**src/hdl/vlifd_defs.svh**
```systemverilog
// Purpose: shared bit positions, widths and reset values of the decoder
// Assumes: included by its bare name from every design file that needs it
// Notes:   positions refer to the assembled 32-bit instruction word, except the halfword opcode and the fetched-word lanes
`ifndef VLIFD_DEFS_SVH
`define VLIFD_DEFS_SVH

// major opcode, always the top six bits
`define VLIFD_OPC_HI      31
`define VLIFD_OPC_LO      26
`define VLIFD_HALF_OPC_HI 15
`define VLIFD_HALF_OPC_LO 10

// fixed positions of the 5-bit register fields
`define VLIFD_RT_HI 25
`define VLIFD_RT_LO 21
`define VLIFD_RS_HI 20
`define VLIFD_RS_LO 16
`define VLIFD_RD_HI 15
`define VLIFD_RD_LO 11
`define VLIFD_RR_HI 10
`define VLIFD_RR_LO 6

// 3-bit register fields of a 16-bit instruction held in bits 31..16
`define VLIFD_R3A_HI 25
`define VLIFD_R3A_LO 23
`define VLIFD_R3B_HI 22
`define VLIFD_R3B_LO 20
`define VLIFD_R3C_HI 19
`define VLIFD_R3C_LO 17

// immediate and minor opcode slots
`define VLIFD_I26_HI 25
`define VLIFD_I16_HI 15
`define VLIFD_I12_HI 11
`define VLIFD_I10_HI 25
`define VLIFD_I10_LO 16
`define VLIFD_MIN12_HI 15
`define VLIFD_MIN12_LO 12
`define VLIFD_MIN16_HI 25
`define VLIFD_MIN16_LO 21
`define VLIFD_MINS_HI 19
`define VLIFD_MINS_LO 16

// halfword lanes of a fetched word
`define VLIFD_UPPER_HI 31
`define VLIFD_UPPER_LO 16
`define VLIFD_LOWER_HI 15
`define VLIFD_LOWER_LO 0

// reset values
`define VLIFD_MODE_RST 1'b0
`define VLIFD_ZERO16   16'h0000

`endif

```
**src/hdl/vlifd_pkg.sv**
```systemverilog
// Purpose: types of the variable-length instruction format decoder
// Assumes: nothing beyond the defs header
// Notes:   constants live in vlifd_defs.svh, types live here
package vlifd_pkg;

  // halfword buffer states
  typedef enum logic [2:0] {
    ST_EMPTY,
    ST_FIRST,
    ST_SECOND,
    ST_WAIT_TAIL,
    ST_HAVE_TAIL
  } vlifd_state_type;

  // class of the immediate of the decoded instruction
  typedef enum logic [1:0] {
    IMM_NONE,
    IMM_16,
    IMM_26,
    IMM_12
  } vlifd_imm_type;

  // whole state of the top module
  typedef struct packed {
    vlifd_state_type st;
    logic            mode;
    logic            skip;
    logic [31:0]     word;
    logic [15:0]     pend;
    logic            valid;
    logic [31:0]     insn;
    logic            is32;
    logic            compact;
    logic [5:0]      major;
    logic [4:0]      rt;
    logic [4:0]      rs;
    logic [4:0]      rd;
    logic [4:0]      rr;
    logic [2:0]      r3a;
    logic [2:0]      r3b;
    logic [2:0]      r3c;
    vlifd_imm_type   imm_class;
    logic [25:0]     imm;
    logic [4:0]      minor;
    logic [31:0]     boff;
    logic [27:0]     joff;
    logic            ri;
    logic            cu;
    logic [1:0]      cu_num;
  } vlifd_regs_type;

endpackage : vlifd_pkg

```
**src/hdl/vlifd_fields.sv**
```systemverilog
// Purpose: field extraction of one assembled instruction
// Assumes: 16-bit instructions arrive in bits 31..16, low half zero
// Notes:   purely combinational; the top registers every output
`timescale 1ns/1ps
`include "vlifd_defs.svh"

module vlifd_fields #(
  parameter logic [63:0] IMM26_MAP = 64'h0000_0000_0000_0000,
  parameter logic [63:0] IMM12_MAP = 64'h0000_0000_0000_0000,
  parameter logic [63:0] COP_MAP   = 64'h0000_0000_0000_0000,
  parameter logic [3:0]  COP_IMPL  = 4'h1,
  parameter logic        CU_AS_RI  = 1'b0
) (
  input  wire logic [31:0]            insn,
  input  wire logic                   is32,
  input  wire logic                   compact,
  output logic [5:0]                  major,
  output logic [4:0]                  rt,
  output logic [4:0]                  rs,
  output logic [4:0]                  rd,
  output logic [4:0]                  rr,
  output logic [2:0]                  r3a,
  output logic [2:0]                  r3b,
  output logic [2:0]                  r3c,
  output vlifd_pkg::vlifd_imm_type    imm_class,
  output logic [25:0]                 imm,
  output logic [4:0]                  minor,
  output logic [31:0]                 boff,
  output logic [27:0]                 joff,
  output logic                        ri,
  output logic                        cu,
  output logic [1:0]                  cu_num
);

  // sign extend a 16-bit offset and scale it to the target alignment
  function automatic logic [31:0] scale_off(input logic [15:0] off, input logic half);
    scale_off = half ? {{15{off[15]}}, off, 1'b0} : {{14{off[15]}}, off, 2'b00};
  endfunction : scale_off

  logic coproc;

  // register fields need no opcode, so they are cut straight out
  always_comb
  begin
    major = insn[`VLIFD_OPC_HI:`VLIFD_OPC_LO];                       // [RQ4]
    rt    = insn[`VLIFD_RT_HI:`VLIFD_RT_LO];                         // [RQ6]
    rs    = insn[`VLIFD_RS_HI:`VLIFD_RS_LO];                         // [RQ6]
    rd    = insn[`VLIFD_RD_HI:`VLIFD_RD_LO];
    rr    = insn[`VLIFD_RR_HI:`VLIFD_RR_LO];
    r3a   = insn[`VLIFD_R3A_HI:`VLIFD_R3A_LO];                       // [RQ5]
    r3b   = insn[`VLIFD_R3B_HI:`VLIFD_R3B_LO];                       // [RQ5]
    r3c   = insn[`VLIFD_R3C_HI:`VLIFD_R3C_LO];                       // [RQ5]
  end

  // immediate class and placement follow the major opcode
  always_comb
  begin
    if (!is32)
      imm_class = vlifd_pkg::IMM_NONE;
    else if (IMM26_MAP[major])
      imm_class = vlifd_pkg::IMM_26;                                 // [RQ9]
    else if (IMM12_MAP[major])
      imm_class = vlifd_pkg::IMM_12;                                 // [RQ9]
    else
      imm_class = vlifd_pkg::IMM_16;
    unique case (imm_class)
      vlifd_pkg::IMM_26:
      begin
        imm   = insn[`VLIFD_I26_HI:0];                               // [RQ10]
        minor = 5'h00;
      end
      vlifd_pkg::IMM_16:
      begin
        imm   = {10'h000, insn[`VLIFD_I16_HI:0]};                    // [RQ11] [RQ7]
        minor = insn[`VLIFD_MIN16_HI:`VLIFD_MIN16_LO];               // [RQ11]
      end
      vlifd_pkg::IMM_12:
      begin
        imm   = {14'h0000, insn[`VLIFD_I12_HI:0]};                   // [RQ12]
        // other fields share this slot; the first-named starts lowest
        minor = {1'b0, insn[`VLIFD_MIN12_HI:`VLIFD_MIN12_LO]};       // [RQ12] [RQ8]
      end
      vlifd_pkg::IMM_NONE:
      begin
        imm   = {16'h0000, insn[`VLIFD_I10_HI:`VLIFD_I10_LO]};       // [RQ7]
        minor = {1'b0, insn[`VLIFD_MINS_HI:`VLIFD_MINS_LO]};
      end
    endcase
  end

  // targets: halfword alignment in compact mode, word alignment otherwise
  always_comb
  begin
    if (is32)
      boff = scale_off(insn[`VLIFD_I16_HI:0], compact);              // [RQ1] [RQ2]
    else
      boff = scale_off({{6{insn[`VLIFD_I10_HI]}},
                        insn[`VLIFD_I10_HI:`VLIFD_I10_LO]}, 1'b1);   // [RQ2]
    joff = compact ? {1'b0, insn[`VLIFD_I26_HI:0], 1'b0}             // [RQ2]
                   : {insn[`VLIFD_I26_HI:0], 2'b00};                 // [RQ1]
  end

  // absent coprocessor: in compact mode the exception kind is fixed when the part is built; legacy mode always raises coprocessor unusable
  always_comb
  begin
    cu_num = major[1:0];
    coproc = is32 && COP_MAP[major] && !COP_IMPL[cu_num];
    ri     = coproc && compact && CU_AS_RI;                          // [RQ3]
    cu     = coproc && !(compact && CU_AS_RI);                       // [RQ3]
  end

endmodule : vlifd_fields

```
**src/hdl/vlifd_top.sv**
```systemverilog
// Purpose: halfword placement, length finding and field decode of fetched words
// Assumes: fetch words are in ascending address order; one clock, async reset
// Notes:   16-bit instructions leave on insn_word[31:16] with the low half zero
//
// What this block does
// RQ1 - legacy mode scales offsets by four
// RQ2 - compact mode scales offsets by two
// RQ3 - absent coprocessor: build-time exception kind choice in compact mode; legacy always coprocessor unusable
// RQ4 - 16 or 32 bits, major opcode on top
// RQ5 - 5-bit fields long, 3-bit fields short
// RQ6 - 5-bit register fields at fixed positions
// RQ7 - immediates taken right-aligned
// RQ8 - extra fields between immediate and minor
// RQ9 - major opcode alone gives length, format
// RQ10 - 26-bit format: opcode 31..26, imm 25..0
// RQ11 - 16-bit format: immediate from 15..0
// RQ12 - 12-bit format: immediate 11..0, minor above
// RQ13 - big endian: first half 31..16
// RQ14 - little endian: first half 15..0
// RQ15 - long instruction built from ordered halfwords
// RQ16 - halfwords consumed in ascending address order
// RQ17 - one-bit mode: 0 legacy, 1 compact
// RQ18 - straddling instruction waits for next word
`timescale 1ns/1ps
`include "vlifd_defs.svh"

module vlifd_top #(
  parameter logic [63:0] LEN16_MAP = 64'h0E0E_0E0E_0E0E_0E0E,
  parameter logic [63:0] IMM26_MAP = 64'h0000_0000_0000_0000,
  parameter logic [63:0] IMM12_MAP = 64'h0000_0000_0000_0000,
  parameter logic [63:0] COP_MAP   = 64'h0000_0000_0000_0000,
  parameter logic [3:0]  COP_IMPL  = 4'h1,
  parameter logic        CU_AS_RI  = 1'b0
) (
  input  wire logic                   clk,
  input  wire logic                   rst,
  input  wire logic                   big_endian,
  input  wire logic                   mode_wr,
  input  wire logic                   mode_wr_value,
  input  wire logic                   flush,
  input  wire logic                   flush_upper,
  input  wire logic                   fetch_valid,
  input  wire logic [31:0]            fetch_word,
  output logic                        fetch_ready,
  output logic                        isa_mode,
  output logic                        insn_valid,
  input  wire logic                   insn_ready,
  output logic [31:0]                 insn_word,
  output logic                        insn_is32,
  output logic                        insn_compact,
  output logic [5:0]                  major_opcode,
  output logic [4:0]                  target_register_field,
  output logic [4:0]                  source_register_field,
  output logic [4:0]                  dest_register_field,
  output logic [4:0]                  fourth_register_field,
  output logic [2:0]                  short_reg_a,
  output logic [2:0]                  short_reg_b,
  output logic [2:0]                  short_reg_c,
  output vlifd_pkg::vlifd_imm_type    imm_class,
  output logic [25:0]                 imm_value,
  output logic [4:0]                  minor_opcode,
  output logic [31:0]                 branch_offset,
  output logic [27:0]                 jump_offset,
  output logic                        reserved_instruction_exception,
  output logic                        cop_unusable_exception,
  output logic [1:0]                  cop_unusable_num
);

  // pick the first (second=0) or following halfword of a fetched word
  function automatic logic [15:0] pick_half(input logic [31:0] w,
                                            input logic        big,
                                            input logic        second);
    if (big ^ second)
      pick_half = w[`VLIFD_UPPER_HI:`VLIFD_UPPER_LO];
    else
      pick_half = w[`VLIFD_LOWER_HI:`VLIFD_LOWER_LO];
  endfunction : pick_half

  // a halfword starts a 32-bit instruction unless its opcode is marked short
  function automatic logic starts_long(input logic [15:0] h);
    starts_long = !LEN16_MAP[h[`VLIFD_HALF_OPC_HI:`VLIFD_HALF_OPC_LO]];
  endfunction : starts_long

  vlifd_pkg::vlifd_regs_type r_reg;
  vlifd_pkg::vlifd_regs_type r_next;

  logic [15:0]              half_first;
  logic [15:0]              half_second;
  logic                     can_load;
  logic                     emit;
  logic [31:0]              cand_insn;
  logic                     cand_is32;
  logic [5:0]               f_major;
  logic [4:0]               f_rt;
  logic [4:0]               f_rs;
  logic [4:0]               f_rd;
  logic [4:0]               f_rr;
  logic [2:0]               f_r3a;
  logic [2:0]               f_r3b;
  logic [2:0]               f_r3c;
  vlifd_pkg::vlifd_imm_type f_imm_class;
  logic [25:0]              f_imm;
  logic [4:0]               f_minor;
  logic [31:0]              f_boff;
  logic [27:0]              f_joff;
  logic                     f_ri;
  logic                     f_cu;
  logic [1:0]               f_cu_num;

  // decode the candidate before it is registered
  vlifd_fields #(
    .IMM26_MAP (IMM26_MAP),
    .IMM12_MAP (IMM12_MAP),
    .COP_MAP   (COP_MAP),
    .COP_IMPL  (COP_IMPL),
    .CU_AS_RI  (CU_AS_RI)
  ) u_fields (
    .insn      (cand_insn),
    .is32      (cand_is32),
    .compact   (r_reg.mode),
    .major     (f_major),
    .rt        (f_rt),
    .rs        (f_rs),
    .rd        (f_rd),
    .rr        (f_rr),
    .r3a       (f_r3a),
    .r3b       (f_r3b),
    .r3c       (f_r3c),
    .imm_class (f_imm_class),
    .imm       (f_imm),
    .minor     (f_minor),
    .boff      (f_boff),
    .joff      (f_joff),
    .ri        (f_ri),
    .cu        (f_cu),
    .cu_num    (f_cu_num)
  );

  // halfword order follows endianness
  assign half_first  = pick_half(r_reg.word, big_endian, 1'b0);      // [RQ13] [RQ14]
  assign half_second = pick_half(r_reg.word, big_endian, 1'b1);      // [RQ13] [RQ14]

  // a new word is only taken while no halfword of the last one is left, or only its straddling half waits in pend;
  // this halves peak rate but keeps the buffer a single word deep
  assign fetch_ready = (r_reg.st == vlifd_pkg::ST_EMPTY ||
                        r_reg.st == vlifd_pkg::ST_WAIT_TAIL) &&
                       !flush && !mode_wr;                           // [RQ16]

  assign can_load = !r_reg.valid || insn_ready;

  // buffer walk, instruction assembly and output loading
  always_comb
  begin
    r_next    = r_reg;
    emit      = 1'b0;
    cand_insn = 32'h0000_0000;
    cand_is32 = 1'b0;
    unique case (r_reg.st)
      vlifd_pkg::ST_EMPTY:
        if (fetch_valid)
        begin
          r_next.word = fetch_word;
          r_next.skip = 1'b0;
          r_next.st   = (r_reg.mode && r_reg.skip) ? vlifd_pkg::ST_SECOND
                                                   : vlifd_pkg::ST_FIRST;
        end
      vlifd_pkg::ST_FIRST:
        if (can_load)
        begin
          emit = 1'b1;
          if (!r_reg.mode)
          begin
            cand_insn = r_reg.word;                                  // [RQ1]
            cand_is32 = 1'b1;
            r_next.st = vlifd_pkg::ST_EMPTY;
          end
          else if (starts_long(half_first))                          // [RQ9]
          begin
            cand_insn = {half_first, half_second};                   // [RQ15]
            cand_is32 = 1'b1;
            r_next.st = vlifd_pkg::ST_EMPTY;
          end
          else
          begin
            cand_insn = {half_first, `VLIFD_ZERO16};                 // [RQ4]
            r_next.st = vlifd_pkg::ST_SECOND;                        // [RQ16]
          end
        end
      vlifd_pkg::ST_SECOND:
        if (can_load)
        begin
          if (starts_long(half_second))
          begin
            r_next.pend = half_second;                               // [RQ18]
            r_next.st   = vlifd_pkg::ST_WAIT_TAIL;
          end
          else
          begin
            emit      = 1'b1;
            cand_insn = {half_second, `VLIFD_ZERO16};
            r_next.st = vlifd_pkg::ST_EMPTY;
          end
        end
      vlifd_pkg::ST_WAIT_TAIL:
        if (fetch_valid)
        begin
          r_next.word = fetch_word;                                  // [RQ18]
          r_next.st   = vlifd_pkg::ST_HAVE_TAIL;
        end
      vlifd_pkg::ST_HAVE_TAIL:
        if (can_load)
        begin
          emit      = 1'b1;
          cand_insn = {r_reg.pend, half_first};                      // [RQ15] [RQ18]
          cand_is32 = 1'b1;
          r_next.st = vlifd_pkg::ST_SECOND;
        end
    endcase

    // register the decoded candidate, or retire the taken one
    if (emit)
    begin
      r_next.valid     = 1'b1;
      r_next.insn      = cand_insn;
      r_next.is32      = cand_is32;
      r_next.compact   = r_reg.mode;
      r_next.major     = f_major;
      r_next.rt        = f_rt;
      r_next.rs        = f_rs;
      r_next.rd        = f_rd;
      r_next.rr        = f_rr;
      r_next.r3a       = f_r3a;
      r_next.r3b       = f_r3b;
      r_next.r3c       = f_r3c;
      r_next.imm_class = f_imm_class;
      r_next.imm       = f_imm;
      r_next.minor     = f_minor;
      r_next.boff      = f_boff;
      r_next.joff      = f_joff;
      r_next.ri        = f_ri;
      r_next.cu        = f_cu;
      r_next.cu_num    = f_cu_num;
    end
    else if (insn_ready)
      r_next.valid = 1'b0;

    // redirect or mode change drops everything buffered
    if (flush || mode_wr)
    begin
      r_next.st    = vlifd_pkg::ST_EMPTY;
      r_next.valid = 1'b0;
      r_next.skip  = flush && flush_upper && !mode_wr;
    end
    if (mode_wr)
      r_next.mode = mode_wr_value;                                   // [RQ17]
  end

  // the one state register; reset leaves the mode at its build value
  always_ff @(posedge clk or posedge rst)
  begin
    if (rst)
    begin
      r_reg      <= '0;
      r_reg.st   <= vlifd_pkg::ST_EMPTY;
      r_reg.mode <= `VLIFD_MODE_RST;                                 // [RQ17]
    end
    else
      r_reg <= r_next;
  end

  // outputs straight from the state register
  assign isa_mode                       = r_reg.mode;
  assign insn_valid                     = r_reg.valid;
  assign insn_word                      = r_reg.insn;
  assign insn_is32                      = r_reg.is32;
  assign insn_compact                   = r_reg.compact;
  assign major_opcode                   = r_reg.major;
  assign target_register_field          = r_reg.rt;
  assign source_register_field          = r_reg.rs;
  assign dest_register_field            = r_reg.rd;
  assign fourth_register_field          = r_reg.rr;
  assign short_reg_a                    = r_reg.r3a;
  assign short_reg_b                    = r_reg.r3b;
  assign short_reg_c                    = r_reg.r3c;
  assign imm_class                      = r_reg.imm_class;
  assign imm_value                      = r_reg.imm;
  assign minor_opcode                   = r_reg.minor;
  assign branch_offset                  = r_reg.boff;
  assign jump_offset                    = r_reg.joff;
  assign reserved_instruction_exception = r_reg.valid && r_reg.ri;
  assign cop_unusable_exception         = r_reg.valid && r_reg.cu;
  assign cop_unusable_num               = r_reg.cu_num;
endmodule : vlifd_top

```
**config.mk**
```make
export PLATFORM = sky130hd
export DESIGN_NAME = vlifd_top
export DESIGN_NICKNAME = d
export VERILOG_FILES = /design/src/hdl/vlifd_pkg.sv /design/src/hdl/vlifd_fields.sv /design/src/hdl/vlifd_top.sv
export VERILOG_INCLUDE_DIRS = /design/src /design/src/hdl
export SDC_FILE = /design/constraint.sdc
export NUM_CORES = 1
export LEC_CHECK = 0
export BUFFER_PORTS_ARGS = -buffer_cell sky130_fd_sc_hd__clkbuf_2
export CORE_UTILIZATION = 30
export CTS_BUF_LIST = sky130_fd_sc_hd__clkbuf_8
export DETAILED_ROUTE_END_ITERATION = 7
export GPL_TIMING_DRIVEN = 0
export PLACE_DENSITY_LB_ADDON = 0.08
export SLEW_MARGIN = 20
export SYNTH_ARGS = -nofsm -noshare
export SYNTH_HDL_FRONTEND = slang
export SYNTH_SLANG_ARGS = --single-unit
```
**constraint.sdc**
```tcl
create_clock -name clk -period 14 [get_ports clk]
set_input_delay 2.8 -clock clk [delete_from_list [all_inputs] [get_ports clk]]
set_output_delay 2.8 -clock clk [all_outputs]
set_load 0.05 [all_outputs]
```
==> results.cfg, run 1 <==
[clock_network]
cts_root_buffer = clkbuf_8
cts_tree = built
hold_buffers = 0
post_cts_buffers = 0
cts_resized = 0
numCtsBuffers = 17
clockBufferDepth = 2
htree_levels = 4
clkTransAtPathRegs_ns = 0.09
clk_latency_ns = 0.47
clock-sinks = 153

[synthesis]
synth_top_area_share_pct = 44.3
yosys_register_bits = 153
ys_seq_area_share_pct = 44.3
synth_area_leader_cell = dfrtp_1
synthArstFlopShare_pct = 100
syn-cell-area_sq_mm = 0.00864
syn_avg_cell_area_sq_um = 9.82
synth_area_leaders = dfrtp_1, buf_4, mux2_2, nand2_1, mux2i_1
synthFlopType = dfrtp_1
synth-edff-count = 0
synth_cells = 880
ys_warn_count = 0
synth_cell_types = 59

[placement]
hpwl_microns = 21200
io_buffers = 193
place_congestion = 0.862
place_inst = 1466

[floorplan]
num_rows = 61
die_area_sq_mm = 0.0295
start_util_pct = 30.8
die_w_microns = 172
ios = 210
core_area_sq_mm = 0.0281
dieHeight_microns = 172

[finish]
final_common_cell = clkbuf_2
largest_reg_flops = 52
mostFrequentLayoutCells = clkbuf_2, buf_4, dfrtp_1
fin_nets = 1148
drive_above_1_share_pct = 43.2
area_growth_pct = 22.2
antenna_cells = 0
fin_util_pct = 37.6
fin_cells = 1498

[sta]
slew_viol_final = 0
skew_ns = 0.0206
setup_tns_ns = 0
whs_ns = 0.489
tightest_slew_ns = 0.766
grt_setup_unrepaired = no
fmax_mhz = 156
hold_viol = 0
maxSlewHeadroom_pct = 49.0
post-route-period-util_pct = 45.9
finalSetupViolCount = 0
layout_min_cycle_time_ns = 6.42

[power_and_ir_drop]
power_uw = 2420
p_seq_share_pct = 29.9
leakage_uw = 0.00519
power_density_mw_per_mm2 = 229
power_frac_comb_pct = 55.6
clock_power_share_pct = 14.4
p_sw_share_pct = 51.1
p_sw_uw = 1230
ir_drop_v = 0.000106
p_int_uw = 1180

[min_path]
worstHoldPathCells = 2
hp-class = reg2reg
hold_end = imm_value[11]$_DFFE_PP0P_
hold_start = imm_value[11]$_DFFE_PP0P_

[worst_setup_path]
crit_buf_inv = 2
reg2reg_depth = 6
crit_top_cell = clkbuf_2
crit_arrival_ns = 3.62
timing.rr.end = branch_offset[3]$_DFFE_PP0P_
critPathLaunchType = input pin
worstReg2RegStart = r_reg[195]$_DFFE_PP0P_
crit_type = in2out
reg2reg_slack_ns = 11.56
cp_slowest_stage_delay_ns = 0.35
cp_slowest_cell = nor4_1
path_cells = clkbuf_2 -> nor4_1 -> clkbuf_2
end_kind = output pin
critPathTopFamily = buffers and inverters
cp.required_ns = 11.20
cp_max_fo = 6

[grt]
antenna_found_initial = 1
grt_first_pass_wirelength_microns = 41900
grt_overflow = 0
grtUsageTotal_pct = 19.4
grt_start_max_net_pins = 94
grt_pass1_vias = 6525

[drt]
initialDrtViolationCount = 463
drc = 0
dr_total_vias = 7060
viasPerCell = 4.71
final_antenna_net_count = 0
totalWireLength_microns = 28000
wl_per_cell_microns = 18.7
dr.pass1.iters = 5

[job]
cap_viol_max_count = 0

[run_status]
status = complete, no violations
-- cells by family after synthesis --
logic type / after synthesis / share of synthesized area (%)
multiplexers: 73 / 9.05
buffers and inverters: 230 / 18.1
flip-flops: 153 / 44.3
AND/OR/NAND/NOR: 218 / 11.8
XOR/XNOR: 2 / 0.203
AO/OA/AOI/OAI: 203 / 16.5
other: 1 / 0.0434
-- worst max path at each step --
stage                from                endpoint  slack [ns]  cells past startpoint
floorplan           flush             fetch_ready        6.85                      1
global placement      rst  r_reg[205]$_DFFE_PP0P_        4.82                      2
detailed placement  flush             fetch_ready        7.61                      3
CTS                 flush             fetch_ready        7.61                      3
global route        flush             fetch_ready        7.59                      3
finish              flush             fetch_ready        7.58                      3
-- cell type report --
type	count	area [sq um]
well taps	378	473
plain buffers	216	1510
repair buffers	194	993
flip-flops and latches	153	3830
clock buffers	19	262
inverters	14	60.1
clock inverters	13	134
multi-input cells	511	3300
fillers	2986	17500
-- metrics by stage --
stage | area, sq um | setup slack [ns]
final | 10600 | 7.58
after global routing | 10600 | 7.59
after CTS | 10600 | 7.61
after detailed placement | 10200 | 7.61
after global placement | 10100 | 4.82
after floorplan | 8690 | 6.85
-- metal layers --
| layer | vias to the layer above | routed length [microns] | track usage [%] |
|---|---|---|---|
| met5 | - | 13 | 0 |
| met1 | 3440 | 14200 | 29.4 |
| met2 | 208 | 12100 | 28.2 |
| met3 | 18 | 1450 | 3.66 |
| met4 | 2 | 316 | 4.35 |
| li1 | 3392 | - | - |
-- power groups by stage --
stage | registers [uW] | clock network, uW | logic, uW
after floorplan | 690 | 0 | 1120
final | 724 | 349 | 1350
after global routing | 748 | 376 | 1430
after detailed placement | 736 | 0 | 1360
after global placement | 732 | 0 | 1350
after CTS | 726 | 359 | 1360
-- synth_stat cells, drive strengths merged (3+ instances only) --
cell / n
mux2: 41
and2: 3
nand2: 90
dfrtp: 153
a21o: 5
o2bb2ai: 21
nor2: 57
a31oi: 17
nand4b: 10
a221oi: 10
nor2b: 6
o21ai: 53
nand3b: 4
clkbuf: 13
buf: 203
nand3: 23
o32ai: 11
nor3: 15
mux2i: 32
a22oi: 9
o211ai: 17
inv: 14
a21oi: 27
or2: 3
o21bai: 3
o22a: 8
a221o: 7
-- worst register-to-register path, stage by stage, from the launching register on --
cell and delay [ns]:
dfrtp_1 0.49, o21bai_1 0.32, mux2i_1 0.25, buf_2 0.34, a31oi_1 0.21, o21ai_0 0.56
a31oi_1 0.16
Power figures use the tool's default switching activity.
==> run 2, diff against run 1 <==
ABC_AREA = 1   (was default)
clock period = 6.5 ns   (was 14 ns; I/O delays follow)
==> results.cfg, run 2 <==
[run_status]
status = complete, no violations

[drt]
dr.pass1.iters = 5
dr_total_vias = 7843
drc = 0
final_antenna_net_count = 0
totalWireLength_microns = 28400
viasPerCell = 4.35
initialDrtViolationCount = 601
wl_per_cell_microns = 15.8

[floorplan]
num_rows = 62
core_area_sq_mm = 0.0289
start_util_pct = 30.6
die_w_microns = 174
die_area_sq_mm = 0.0302
dieHeight_microns = 174
ios = 210

[worst_setup_path]
cp_slowest_cell = clkbuf_2
end_kind = output pin
cp_slowest_stage_delay_ns = 0.31
crit_buf_inv = 3
path_cells = clkbuf_2 -> nor2_1 -> inv_1 -> a21oi_1 -> clkbuf_2
crit_arrival_ns = 2.31
critPathLaunchType = input pin
crit_top_cell = clkbuf_2
critPathTopFamily = buffers and inverters
crit_type = in2out
cp.required_ns = 5.20
cp_max_fo = 4

[synthesis]
synth_top_area_share_pct = 43.3
ys_seq_area_share_pct = 43.3
synth_area_leader_cell = dfrtp_1
synth_commonest_cells = nand2_1, buf_4, nand3_1, dfrtp_1, inv_1
syn-cell-area_sq_mm = 0.00884
synth_cells = 1178
ys_warn_count = 0
synth_cell_types = 30
synth-edff-count = 0
yosys_register_bits = 153
syn_avg_cell_area_sq_um = 7.51
synthArstFlopShare_pct = 100
synthFlopType = dfrtp_1
yosysMostFrequentCell = nand2_1
synth_area_leaders = dfrtp_1, nand2_1, buf_4, nand3_1, inv_1

[sta]
skew_ns = 0.0144
post-route-period-util_pct = 55.6
setup_tns_ns = 0
finalSetupViolCount = 0
fmax_mhz = 277
tightest_slew_ns = 0.693
hold_viol = 0
grt_setup_unrepaired = no
slew_viol_final = 0
layout_min_cycle_time_ns = 3.61
maxSlewHeadroom_pct = 53.8

[clock_network]
clkTransAtPathRegs_ns = 0.09
clockBufferDepth = 2
htree_levels = 4
numCtsBuffers = 17
cts_tree = built
hold_buffers = 0
cts_root_buffer = clkbuf_8
post_cts_buffers = 0
clk_latency_ns = 0.47
clock-sinks = 153
cts_resized = 0

[finish]
fin_cells = 1803
largest_reg_flops = 52
mostFrequentLayoutCells = nand2_1, clkbuf_2, buf_4
fin_nets = 1447
antenna_cells = 0
area_growth_pct = 22.0
drive_above_1_share_pct = 31.6
final_common_cell = nand2_1

[grt]
antenna_found_initial = 0
grt_first_pass_wirelength_microns = 44600
grtUsageTotal_pct = 19.3
grt_start_max_net_pins = 94
grt_pass1_vias = 7463
grt_overflow = 0

[power_and_ir_drop]
leakage_uw = 0.00612
power_density_mw_per_mm2 = 432
ir_drop_v = 0.000177

[placement]
place_inst = 1771
io_buffers = 194
hpwl_microns = 21900
place_congestion = 0.828

[min_path]
hp-class = reg2reg

[job]
cap_viol_max_count = 0
[run 2: cell types whose count changed after synthesis, sizes merged, moves of 24 or more]
cell / delta
nand3: +134
inv: +65
nand2: +331
mux2: -40
o21ai: -24
mux2i: -32
[run 2: worst min-delay path, stage by stage, from the launching register on]
cell and delay (ns):
dfrtp_1 0.36, nand2_1 0.05, nand2_1 0.04
[run 2: cell families after synthesis]
family / Yosys count / synth area share, %
buffers and inverters: 296 / 20.9
AND/OR/NAND/NOR: 653 / 31.1
multiplexers: 1 / 0.127
AO/OA/AOI/OAI: 74 / 4.44
other: 1 / 0.0424
flip-flops: 153 / 43.3
[run 2: worst paths after layout]
path / from / endpoint / slack, ns / depth (start not counted)
max in group asynchronous: rst / r_reg[169]$_DFFE_PP0P_ / 4.78 / 3
worst max-delay path: mode_wr / fetch_ready / 2.89 / 5
worst max register to register: isa_mode$_DFFE_PP0P_ / branch_offset[16]$_DFFE_PP0P_ / 4.28 / 6
min in group asynchronous: rst / insn_word[15]$_DFFE_PP0P_ / 0.94 / 2
worst min-delay path: r_reg[175]$_DFFE_PP0P_ / r_reg[175]$_DFFE_PP0P_ / 0.48 / 2
worst min register to register: r_reg[175]$_DFFE_PP0P_ / r_reg[175]$_DFFE_PP0P_ / 0.48 / 2
[run 2: area by class of cell]
type | instances | area, sq um
fill | 3134 | 18100
sequential | 153 | 3830
multi-input combinational | 743 | 3210
buffer | 217 | 1550
timing repair buffer | 195 | 998
tap | 384 | 480
inverter | 79 | 304
clock buffer | 17 | 234
clock inverter | 15 | 175
[run 2: power by group]
| part | switching [uW] | internal, uW |
|---|---|---|
| Combinational | 1720 | 766 |
| Sequential | 211 | 1220 |
| Clock | 457 | 294 |
[run 2: per-stage QoR]
step                worst slack, ns  total power [uW]  area (sq um)  hold slack [ns]  util, %
floorplan                      1.08              3430          8890            0.442        -
global placement              -1.21              3930         10300            0.455     35.8
detailed placement             2.86              3950         10400            0.458     36.0
CTS                            2.86              4710         10800            0.482     37.4
global route                   2.74              4930         10800            0.493     37.4
finish                         2.89              4670         10800            0.481     37.4
[run 2: metal layers]
layer	share of wire (%)	wire length (microns)	GRT usage, %	vias to the layer above
li1	-	-	-	3989
met1	51	14400	28.4	3594
met2	44	12400	29.6	242
met3	4.7	1340	3.07	18
met4	0.76	217	3.98	0
met5	0	0	0	-
==> run 3, diff against run 2 <==
clock period = 3.5 ns   (was 6.5 ns; I/O delays follow)
==> results.cfg, run 3 (synthesis results as in run 2) <==
[clock_network]
cts_root_buffer = clkbuf_8
cts_resized = 0
clockBufferDepth = 2
post_cts_buffers = 0
numCtsBuffers = 17
hold_buffers = 0
clk_latency_ns = 0.47
clkTransAtPathRegs_ns = 0.10
cts_tree = built
htree_levels = 4
clock-sinks = 153

[sta]
maxSlewHeadroom_pct = 54.9
whs_ns = 0.248
grt_setup_unrepaired = no
slew_viol_final = 0
setup_tns_ns = 0
post-route-period-util_pct = 68.9
hold_viol = 0
worst_slack_ns = 1.09
layout_min_cycle_time_ns = 2.41
finalSetupViolCount = 0
skew_ns = 0.0213
fmax_mhz = 415
tightest_slew_ns = 0.676

[finish]
drive_above_1_share_pct = 31.8
largest_reg_flops = 52
fin_nets = 1451
mostFrequentLayoutCells = nand2_1, clkbuf_2, buf_4
final_common_cell = nand2_1
antenna_cells = 0
fin_cells = 1807
fillers = 3153
area_growth_pct = 22.7

[drt]
viasPerCell = 4.36
initialDrtViolationCount = 605
dr_total_vias = 7873
drc = 0
final_antenna_net_count = 0
dr.pass1.iters = 5
totalWireLength_microns = 28400
wl_per_cell_microns = 15.7

[floorplan]
core_area_sq_mm = 0.0289
ios = 210
dieHeight_microns = 174
die_w_microns = 174
num_rows = 62
die_area_sq_mm = 0.0302
start_util_pct = 30.6

[job]
cap_viol_max_count = 0

[power_and_ir_drop]
power_density_mw_per_mm2 = 796
p_sw_uw = 4400
clock_power_share_pct = 15.8
p_sw_share_pct = 51.0
power_frac_comb_pct = 53.6
p_int_uw = 4230
ir_drop_v = 0.000270
leakage_uw = 0.00614
p_seq_share_pct = 30.7
power_uw = 8640

[worst_setup_path]
cp_max_fo = 4
cp.required_ns = 2.80
crit_arrival_ns = 1.71
critPathLaunchType = input pin
end_kind = output pin
crit_type = in2out

[min_path]
hp-class = in2async

[placement]
hpwl_microns = 22400
place_congestion = 0.865
io_buffers = 194
place_inst = 1775
pre_cts_slack_ns = 1.07

[grt]
antenna_found_initial = 0
grt_overflow = 0
grt_start_max_net_pins = 32
grt_first_pass_wirelength_microns = 44400
grt_pass1_vias = 7464
grtUsageTotal_pct = 19.2

[run_status]
status = complete, no violations
-- run 3: cell types whose count changed in the layout (fill, tap and decap cells not counted) --
cell / before / now
buf_12: 0 / 4
clkinv_4: 3 / 2
clkinv_8: 4 / 3
clkinvlp_4: 1 / 4
inv_6: 1 / 3
inv_8: 7 / 4
-- run 3: worst paths after layout --
| path | start | end | slack, ns | cells past startpoint |
|---|---|---|---|---|
| min reg2reg | r_reg[175]$_DFFE_PP0P_ | r_reg[175]$_DFFE_PP0P_ | 0.48 | 2 |
| max | mode_wr | fetch_ready | 1.09 | 5 |
| max reg2reg | isa_mode$_DFFE_PP0P_ | branch_offset[16]$_DFFE_PP0P_ | 1.29 | 6 |
| min | rst | insn_word[15]$_DFFE_PP0P_ | 0.25 | 2 |
| min in group clk | mode_wr_value | isa_mode$_DFFE_PP0P_ | 0.43 | 3 |
| max in group asynchronous | rst | r_reg[172]$_DFFE_PP0P_ | 2.52 | 4 |
-- run 3: stage by stage --
| stage | util, % | area, sq um |
|---|---|---|
| final | 37.6 | 10900 |
| after global routing | 37.6 | 10900 |
| after CTS | 37.6 | 10900 |
| after detailed placement | 36.2 | 10500 |
| after global placement | 35.9 | 10300 |
| after floorplan | - | 8900 |
-- run 3: worst max-delay path, cell delays in order --
cell	delay, ns
clkbuf_2	0.12
nor2_1	0.23
inv_1	0.15
a21oi_1	0.20
clkbuf_2	0.31
-- run 3: final cells by class --
cell class / count / area (sq um) / share of cell area [%]
plain buffers: 217 / 1550 / 14.3
clock buffers: 17 / 234 / 2.16
clock inverters: 15 / 160 / 1.48
inverters: 79 / 300 / 2.77
multi-input cells: 743 / 3210 / 29.6
flip-flops and latches: 153 / 3830 / 35.3
well taps: 384 / 480 / 4.43
repair buffers: 199 / 1080 / 9.94
-- run 3: power groups by stage --
stage                     Sequential, uW  Clock (uW)  Combinational (uW)
after floorplan                     2580           0                3780
after detailed placement            2690           0                4650
final                               2650        1360                4630
after CTS                           2650        1410                4660
after global placement              2680           0                4620
after global routing                2720        1480                4920
-- run 3: layer usage --
| layer | share of wire, % | global-route usage (%) | wire (microns) |
|---|---|---|---|
| met1 | 51 | 28.4 | 14500 |
| met2 | 44 | 29.7 | 12500 |
| met3 | 4.1 | 2.63 | 1170 |
| met4 | 0.90 | 4.13 | 256 |
| met5 | 0 | 0 | 0 |
